<file path="config.mk">
export PLATFORM = sky130hd
export DESIGN_NAME = cfi_top
export DESIGN_NICKNAME = d
export VERILOG_FILES = /design/src/hw/cfi_pkg.sv /design/src/hw/cfi_fifo_track.sv /design/src/hw/cfi_top.sv
export SDC_FILE = /design/constraint.sdc
export NUM_CORES = 2
export LEC_CHECK = 0
export ABC_CLOCK_PERIOD_IN_PS = 11160
export BUFFER_PORTS_ARGS = -buffer_cell sky130_fd_sc_hd__buf_2
export CORE_MARGIN = 8
export CORE_UTILIZATION = 55
export CTS_BUF_LIST = sky130_fd_sc_hd__clkbuf_4
export CTS_CLUSTER_SIZE = 30
export DETAILED_ROUTE_END_ITERATION = 8
export PLACE_DENSITY = 0.85
export SETUP_SLACK_MARGIN = 0.05
export SYNTH_ARGS = -nofsm -noshare
export SYNTH_HDL_FRONTEND = slang
export SYNTH_SLANG_ARGS = --single-unit
</file>
<file path="constraint.sdc">
create_clock -name clk -period 11.16 [get_ports clk]
set_input_delay 3.348 -clock clk [delete_from_list [all_inputs] [get_ports clk]]
set_output_delay 3.348 -clock clk [all_outputs]
set_load 0.05 [all_outputs]
</file>
<file path="src/hw/cfi_pkg.sv">
// Package with constants, field layouts, carriers and decoders for the CAN filter and FIFO block.
package cfi_pkg;

   // Sizes of the FIFO set and of the register port.
   localparam int          FIFO_N     = 32;
   localparam int          IDX_W      = 5;
   localparam int          ADDR_W     = 12;
   localparam int          DATA_W     = 32;
   localparam int          FIFO_DEPTH = 8;
   localparam int          CNT_W      = 4;
   localparam logic [3:0]  CNT_FULL   = 4'h8;
   localparam logic [3:0]  CNT_HALF   = 4'h4;
   localparam logic [3:0]  CNT_ZERO   = 4'h0;
   localparam logic [3:0]  CNT_ONE    = 4'h1;

   // Register byte addresses.
   localparam logic [11:0] OFF_FLTCON   = 12'h000;
   localparam logic [11:0] OFF_TXMODE   = 12'h004;
   localparam logic [11:0] OFF_EVT_STAT = 12'h008;
   localparam logic [11:0] OFF_EVT_MASK = 12'h00c;
   localparam logic [11:0] OFF_FIFOINT  = 12'h100;
   localparam logic [11:0] FIFOINT_MSK  = 12'hf80;

   // Filter control field positions.
   localparam int FLT13_LSB   = 8;
   localparam int FLT12_LSB   = 0;
   localparam int FLT_W       = 8;
   localparam int FLT_ON_BIT  = 7;
   localparam int FLT_MSK_HI  = 6;
   localparam int FLT_MSK_LO  = 5;
   localparam int FLT_DST_HI  = 4;
   localparam int FLT_DST_LO  = 0;

   // FIFO interrupt register bit positions.
   localparam int IE_TX_SPACE   = 26;
   localparam int IE_TX_HALF    = 25;
   localparam int IE_TX_DRAINED = 24;
   localparam int IE_RX_OVR     = 19;
   localparam int IE_RX_FULL    = 18;
   localparam int IE_RX_HALF    = 17;
   localparam int IE_RX_PEND    = 16;
   localparam int IF_TX_SPACE   = 10;
   localparam int IF_TX_HALF    = 9;
   localparam int IF_TX_DRAINED = 8;
   localparam int IF_RX_OVR     = 3;
   localparam int IF_RX_FULL    = 2;
   localparam int IF_RX_HALF    = 1;
   localparam int IF_RX_PEND    = 0;

   // One filter's control byte.
   typedef struct packed {
      logic             on;
      logic [1:0]       mask_choice;
      logic [IDX_W-1:0] dest_buffer;
   } cfi_filter_t;

   // Occupancy flags of one FIFO; the enable set uses the same order.
   typedef struct packed {
      logic tx_space;
      logic tx_half;
      logic tx_drained;
      logic rx_overrun;
      logic rx_full;
      logic rx_half;
      logic rx_pending;
   } cfi_flags_t;

   // Register port request.
   typedef struct packed {
      logic              we;
      logic              re;
      logic [ADDR_W-1:0] addr;
      logic [DATA_W-1:0] wdata;
   } cfi_bus_req_t;

   // Outcome of the identifier comparators for one received message.
   typedef struct packed {
      logic valid;
      logic hit12;
      logic hit13;
   } cfi_msg_t;

   // A push or pop request aimed at one FIFO.
   typedef struct packed {
      logic             valid;
      logic [IDX_W-1:0] idx;
   } cfi_fifo_op_t;

   // Tells whether an address hits the FIFO interrupt array.
   function automatic logic fifoint_hit(input logic [ADDR_W-1:0] a);
      return ((a & FIFOINT_MSK) == OFF_FIFOINT) && (a[1:0] == 2'b00);
   endfunction : fifoint_hit

   // Gives the FIFO index of an address in the FIFO interrupt array.
   function automatic logic [IDX_W-1:0] fifoint_idx(input logic [ADDR_W-1:0] a);
      return a[IDX_W+1:2];
   endfunction : fifoint_idx

endpackage : cfi_pkg

</file>
<file path="src/hw/cfi_fifo_track.sv">
// Occupancy tracker and flag source for one CAN message FIFO.
`timescale 1ns/1ns
module cfi_fifo_track (
   input  wire logic          clk,
   input  wire logic          srst,
   input  wire logic          is_tx,
   input  wire logic          push,
   input  wire logic          pop,
   input  wire logic          clr_ovr,
   output cfi_pkg::cfi_flags_t flags
);
   import cfi_pkg::*;

   // Whole state of the tracker.
   typedef struct packed {
      logic [CNT_W-1:0] count;
      logic             ovr;
   } cfi_track_t;

   cfi_track_t st_q;
   cfi_track_t st_d;
   logic       full;
   logic       take_push;
   logic       take_pop;
   logic       ovr_set;

   // Push is refused when full unless a pop frees a slot in the same cycle.
   assign full      = (st_q.count == CNT_FULL);
   assign take_pop  = pop && (st_q.count != CNT_ZERO);
   assign take_push = push && (!full || take_pop);
   assign ovr_set   = push && !take_push && !is_tx;

   // Next state: count moves, overflow set wins over a clear.
   always_comb begin
      st_d = st_q;
      if (take_push && !take_pop) begin
         st_d.count = st_q.count + CNT_ONE;
      end else if (take_pop && !take_push) begin
         st_d.count = st_q.count - CNT_ONE;
      end
      if (ovr_set) begin
         st_d.ovr = 1'b1;
      end else if (clr_ovr) begin
         st_d.ovr = 1'b0;
      end
   end

   // State register.
   always_ff @(posedge clk) begin
      if (srst) begin
         st_q <= '0;
      end else begin
         st_q <= st_d;
      end
   end

   // Flags mirror the registered occupancy and the transmit or receive mode; rx_overrun mirrors the overflow bit in both modes.
   always_comb begin
      flags            = '0;
      flags.tx_space   = is_tx && !full;
      flags.tx_half    = is_tx && (st_q.count <= CNT_HALF);
      flags.tx_drained = is_tx && (st_q.count == CNT_ZERO);
      flags.rx_overrun = st_q.ovr;
      flags.rx_full    = !is_tx && full;
      flags.rx_half    = !is_tx && (st_q.count >= CNT_HALF);
      flags.rx_pending = !is_tx && (st_q.count != CNT_ZERO);
   end

endmodule : cfi_fifo_track

</file>
<file path="src/hw/cfi_top.sv">
// Filter control, FIFO interrupt registers and message routing for the CAN controller.
`timescale 1ns/1ns
module cfi_top (
   input  wire logic                  clk,
   input  wire logic                  srst,
   input  cfi_pkg::cfi_bus_req_t      bus_req,
   output logic [cfi_pkg::DATA_W-1:0] rd_data,
   input  cfi_pkg::cfi_msg_t          msg_in,
   input  cfi_pkg::cfi_fifo_op_t      tx_load,
   input  cfi_pkg::cfi_fifo_op_t      fifo_drain,
   output cfi_pkg::cfi_filter_t       filter_12,
   output cfi_pkg::cfi_filter_t       filter_13,
   output cfi_pkg::cfi_fifo_op_t      store,
   output logic [cfi_pkg::FIFO_N-1:0] fifo_irq,
   output logic                       irq
);
   import cfi_pkg::*;

   // Whole state of the block.
   typedef struct packed {
      cfi_filter_t                  f13;
      cfi_filter_t                  f12;
      logic [FIFO_N-1:0]            tx_mode;
      logic [FIFO_N-1:0][6:0]       ien;
      logic [FIFO_N-1:0]            evt_stat;
      logic [FIFO_N-1:0]            evt_mask;
      logic [FIFO_N-1:0]            req_prev;
      logic [DATA_W-1:0]            rdata;
      cfi_fifo_op_t                 store;
   } cfi_state_t;

   cfi_state_t             st_q;
   cfi_state_t             st_d;
   cfi_flags_t [FIFO_N-1:0] flags;
   logic [FIFO_N-1:0]      push_vec;
   logic [FIFO_N-1:0]      pop_vec;
   logic [FIFO_N-1:0]      clr_ovr_vec;
   logic [FIFO_N-1:0]      req_vec;
   logic                   wr_fltcon;
   logic                   wr_txmode;
   logic                   wr_mask;
   logic                   wr_fifoint;
   logic                   rd_stat;
   logic [IDX_W-1:0]       acc_idx;
   logic                   acc12;
   logic                   acc13;
   cfi_fifo_op_t           route;
   cfi_filter_t            new12;
   cfi_filter_t            new13;

   // Address decode of the register port.
   assign wr_fltcon  = bus_req.we && (bus_req.addr == OFF_FLTCON);
   assign wr_txmode  = bus_req.we && (bus_req.addr == OFF_TXMODE);
   assign wr_mask    = bus_req.we && (bus_req.addr == OFF_EVT_MASK);
   assign wr_fifoint = bus_req.we && fifoint_hit(bus_req.addr);
   assign rd_stat    = bus_req.re && (bus_req.addr == OFF_EVT_STAT);
   assign acc_idx    = fifoint_idx(bus_req.addr);

   // Field images of a filter control write.
   assign new12 = bus_req.wdata[FLT12_LSB +: FLT_W];
   assign new13 = bus_req.wdata[FLT13_LSB +: FLT_W];

   // Only enabled filters take part; filter 12 wins when both match.
   assign acc12 = msg_in.valid && msg_in.hit12 && st_q.f12.on;
   assign acc13 = msg_in.valid && msg_in.hit13 && st_q.f13.on;

   // Destination of the accepted message.
   always_comb begin
      route = '0;
      if (acc12) begin
         route.valid = 1'b1;
         route.idx   = st_q.f12.dest_buffer;
      end else if (acc13) begin
         route.valid = 1'b1;
         route.idx   = st_q.f13.dest_buffer;
      end
   end

   // One tracker per FIFO, each with its own slice of every request.
   genvar gi;
   generate
      for (gi = 0; gi < FIFO_N; gi++) begin : g_fifo
         assign push_vec[gi] = (route.valid && !st_q.tx_mode[gi] &&
                                (route.idx == IDX_W'(gi))) ||
                               (tx_load.valid && st_q.tx_mode[gi] &&
                                (tx_load.idx == IDX_W'(gi)));
         assign pop_vec[gi]  = fifo_drain.valid && (fifo_drain.idx == IDX_W'(gi));
         assign clr_ovr_vec[gi] = wr_fifoint && (acc_idx == IDX_W'(gi)) &&
                                  !bus_req.wdata[IF_RX_OVR];
         assign req_vec[gi]  = |(flags[gi] & cfi_flags_t'(st_q.ien[gi]));

         cfi_fifo_track u_track (
            .clk     (clk),
            .srst    (srst),
            .is_tx   (st_q.tx_mode[gi]),
            .push    (push_vec[gi]),
            .pop     (pop_vec[gi]),
            .clr_ovr (clr_ovr_vec[gi]),
            .flags   (flags[gi])
         );
      end
   endgenerate

   // Register writes, read data capture and event status.
   always_comb begin
      st_d       = st_q;
      st_d.store = route;
      st_d.rdata = '0;

      // Filter control: enables always write, other fields only while disabled.
      if (wr_fltcon) begin
         st_d.f12.on = new12.on;
         st_d.f13.on = new13.on;
         if (!st_q.f12.on) begin
            st_d.f12.mask_choice = new12.mask_choice;
            st_d.f12.dest_buffer = new12.dest_buffer;
         end
         if (!st_q.f13.on) begin
            st_d.f13.mask_choice = new13.mask_choice;
            st_d.f13.dest_buffer = new13.dest_buffer;
         end
      end

      if (wr_txmode) begin
         st_d.tx_mode = bus_req.wdata;
      end
      if (wr_mask) begin
         st_d.evt_mask = bus_req.wdata;
      end

      // Only the enable bits of a FIFO interrupt word store; a zero in the overflow flag bit clears the overflow, other flag bits ignore writes.
      if (wr_fifoint) begin
         st_d.ien[acc_idx] = {bus_req.wdata[IE_TX_SPACE],
                              bus_req.wdata[IE_TX_HALF],
                              bus_req.wdata[IE_TX_DRAINED],
                              bus_req.wdata[IE_RX_OVR],
                              bus_req.wdata[IE_RX_FULL],
                              bus_req.wdata[IE_RX_HALF],
                              bus_req.wdata[IE_RX_PEND]};
      end

      // A read of the status clears it, but a new rising request still sets.
      st_d.req_prev = req_vec;
      if (rd_stat) begin
         st_d.evt_stat = '0;
      end
      st_d.evt_stat = st_d.evt_stat | (req_vec & ~st_q.req_prev);

      // Read data, valid in the cycle after the strobe; unmapped reads give zero.
      if (bus_req.re) begin
         case (bus_req.addr)
            OFF_FLTCON: begin
               st_d.rdata[FLT12_LSB +: FLT_W] = st_q.f12;
               st_d.rdata[FLT13_LSB +: FLT_W] = st_q.f13;
            end
            OFF_TXMODE: begin
               st_d.rdata = st_q.tx_mode;
            end
            OFF_EVT_STAT: begin
               st_d.rdata = st_q.evt_stat;
            end
            OFF_EVT_MASK: begin
               st_d.rdata = st_q.evt_mask;
            end
            default: begin
               if (fifoint_hit(bus_req.addr)) begin
                  st_d.rdata = fifoint_word(st_q.ien[acc_idx], flags[acc_idx]);
               end
            end
         endcase
      end
   end

   // Packs one FIFO interrupt word; unimplemented bits read zero.
   function automatic logic [DATA_W-1:0] fifoint_word(input logic [6:0] en,
                                                      input cfi_flags_t fl);
      logic [DATA_W-1:0] w;
      cfi_flags_t        e;
      w = '0;
      e = cfi_flags_t'(en);
      w[IE_TX_SPACE]   = e.tx_space;
      w[IE_TX_HALF]    = e.tx_half;
      w[IE_TX_DRAINED] = e.tx_drained;
      w[IE_RX_OVR]     = e.rx_overrun;
      w[IE_RX_FULL]    = e.rx_full;
      w[IE_RX_HALF]    = e.rx_half;
      w[IE_RX_PEND]    = e.rx_pending;
      w[IF_TX_SPACE]   = fl.tx_space;
      w[IF_TX_HALF]    = fl.tx_half;
      w[IF_TX_DRAINED] = fl.tx_drained;
      w[IF_RX_OVR]     = fl.rx_overrun;
      w[IF_RX_FULL]    = fl.rx_full;
      w[IF_RX_HALF]    = fl.rx_half;
      w[IF_RX_PEND]    = fl.rx_pending;
      return w;
   endfunction : fifoint_word

   // State register with zero reset.
   always_ff @(posedge clk) begin
      if (srst) begin
         st_q <= '0;
      end else begin
         st_q <= st_d;
      end
   end

   // Outputs.
   assign rd_data   = st_q.rdata;
   assign filter_12 = st_q.f12;
   assign filter_13 = st_q.f13;
   assign store     = st_q.store;
   assign fifo_irq  = req_vec;
   assign irq       = |(st_q.evt_stat & st_q.evt_mask);

endmodule : cfi_top

</file>
==> reports/qor.txt <==
Hold Worst Slack -> 0.411 ns
Pre-Repair DR Iteration Count -> 8
Post-CTS Hold Buffers -> 0
First-pass GRT wire length -> 184,000 µm
Antenna violations before repair -> 17
CTS clk-pin slew, worst paths -> 0.06 ns
Top_reg_cell synth -> dfxtp_1
Vias -> 32,128
Share of Yosys cell area claimed by the top area cell type -> 35.2%
FP Rows -> 88
Synth cell types -> 83
Core area -> 57,800 µm²
Design Area, Final -> 34,600 µm²
Antenna-violating nets left -> 0
Final Power -> 4130 µW
CTS tree -> yes
Layout area overhead -> 7.54%
Width of the die -> 258 µm
Post-synthesis sequential area ratio -> 35.2%
Post-synth EDFFs -> 0
Synth area leader -> dfxtp_1
Synth Warn # -> 0
Post-Syn Nets -> 4,022
Count leader, synth -> dfxtp_1
Startpoint Class -> flop
Avg Cell Area, Syn -> 8.40 µm²
DP Wirelength -> 88,300 µm
P per Cell Area -> 119 nW/µm²
Port bufs -> 149
Hold Path Class -> reg2reg
Root buffer cell -> clkbuf_4
Placer Congestion -> 1.08
Iter 0 DRT Violations -> 5,348
Routed vias/inst -> 6.81
Worst vdd ir -> 0.000103 V
Starting Density -> 55.7%
Mapped cell area -> 32,200 µm²
Crit path time final -> 7.22 ns
Highest Clock Rate -> 139 MHz
Async set-reset flop share out of synthesis -> 0%
Vias in the first global route -> 29,319
Area contributors post-synth -> dfxtp_1, mux4_2, a21oi_1
#FFs+latches synth -> 566
Share of cells above drive strength 1 -> 14.6%
Synth Instances -> 3,831
Largest net degree at the start of global routing -> 206
Worst Path Required -> 7.81 ns
Clk_skew -> 0.0716 ns
Cells on worst reg2reg path -> 14
Failing checks -> capacitance limit
Worst Path Max Fanout -> 7
Unrepaired setup endpoints after global routing -> no
Synth top cells by count -> dfxtp_1, nor2_1, a21oi_1
Wirelength per Cell -> 26.4 µm
Final setup fails -> 0
Max-Cap Viols -> 1
Clock buffer count from CTS -> 148
Post_cts resized -> 0
# IOs -> 150
CTS HTree Levels -> 4
Hold path cells -> 1
Max Slew Vio Count -> 0
Num Clock Sinks -> 566
Die height -> 258 µm
Final setup TNS -> 0 ns
Post-CTS setup buffers -> 0
Number of hold violations in the final report -> 0
Period utilization -> 64.7%
Clock Tree Buf Depth -> 3
Status -> complete, but fails checks
Crit. End Element -> primary output
Grt total ovfl -> 0
Die Area -> 66,500 µm²
Slew @ Worst Pin -> 1.48 ns
Slew headroom -> 0.226%
Crit path DAT -> 3.87 ns
Setup Crit Path Kind -> reg2out
Cell area after placement -> 32,700 µm²
Final nets -> 4,025
DRC errors left -> 0
Total track usage -> 35.9%
Wirelength, routed -> 124,000 µm
Leakage Power -> 0.0134 µW
Skew-Pair Late Insertion Delay -> 1.07 ns
-- metal layers --
| metal | part of all wire (%) | track usage [%] | vias to the layer above |
|---|---|---|---|
| li1 | - | - | 13819 |
| met1 | 35 | 43.5 | 14986 |
| met2 | 42 | 52.3 | 2632 |
| met3 | 15 | 12.8 | 681 |
| met4 | 8.6 | 26.2 | 10 |
| met5 | 0.084 | 0 | - |
-- report_power, final --
part           total, µW  leakage, µW  switching (µW)  internal (µW)
Sequential          2020      0.00456           0.202           2020
Clock               1890      0.00111             926            966
Combinational        221      0.00773             172           48.5
Total               4130       0.0134            1100           3030
-- cells by family after synthesis --
family	Yosys count	share of synthesized area (%)
buffers and inverters	424	6.20
XOR/XNOR	96	2.61
adder cells (fa/ha/maj)	128	5.72
flip-flops	566	35.2
AO/OA/AOI/OAI	892	16.5
AND/OR/NAND/NOR	1468	21.9
multiplexers	257	11.9
-- area by class of cell --
| cell class | count | area [µm²] |
|---|---|---|
| Antenna cell | 21 | 52.6 |
| Clock buffer | 205 | 1540 |
| Clock inverter | 41 | 333 |
| Fill cell | 4980 | 23200 |
| Inverter | 84 | 315 |
| Multi-Input combinational cell | 2841 | 19000 |
| Sequential cell | 566 | 11300 |
| Tap cell | 765 | 957 |
| Timing Repair Buffer | 193 | 1130 |
-- worst max-delay path, cell delays in order, from the launching register on --
cell	delay (ns)
dfxtp_1	0.40
nor4_1	0.91
nor2_1	0.08
a221oi_1	1.06
inv_1	0.09
buf_2	0.26
-- through the flow --
step                      util [%]  worst slack [ns]  std cells
after global routing          59.9              3.89       4707
final                         59.9              3.94       4716
after detailed placement      56.6              3.86       4448
after global placement        56.6              3.90       4448
after CTS                     59.8              3.97       4694
after floorplan                  -              4.86       3831
-- placed cells by master, fill, tap and decap left out, types with 25 or more instances in the layout --
cell / count
fa_1: 32
nor2b_1: 45
nor4_1: 33
mux2i_1: 154
or3_1: 78
nand3_1: 214
buf_4: 41
ha_1: 96
nor2_1: 435
a21o_1: 39
a22oi_1: 31
o21ai_0: 164
buf_2: 146
clkbuf_4: 205
nand4_1: 30
a21oi_1: 434
dfxtp_1: 566
inv_1: 83
o31ai_1: 25
nor3_1: 76
xor2_1: 33
a31oi_1: 47
mux4_2: 100
nand2_1: 397
xnor2_1: 63
-- sequential cells by signal, summed over array words and instances, names as in the netlist --
name and cells:
filter_13 8, rd_data 32, filter_12 8, g_fifo.u_track.flags 32, store 6, st_q 352
g_fifo.u_track.st_q 128
-- path summary, 6_finish.rpt --
| kind | to | slack [ns] | start |
|---|---|---|---|
| worst max-delay path | fifo_irq[14] | 3.94 | g_fifo[14].u_track.st_q[1] |
| worst min-delay path | st_q[104] | 0.41 | st_q[40] |
| worst max register to register | g_fifo[29].u_track.st_q[4] | 6.42 | filter_12[7] |
| worst min register to register | st_q[104] | 0.41 | st_q[40] |
(Power assumes the default switching activity.)
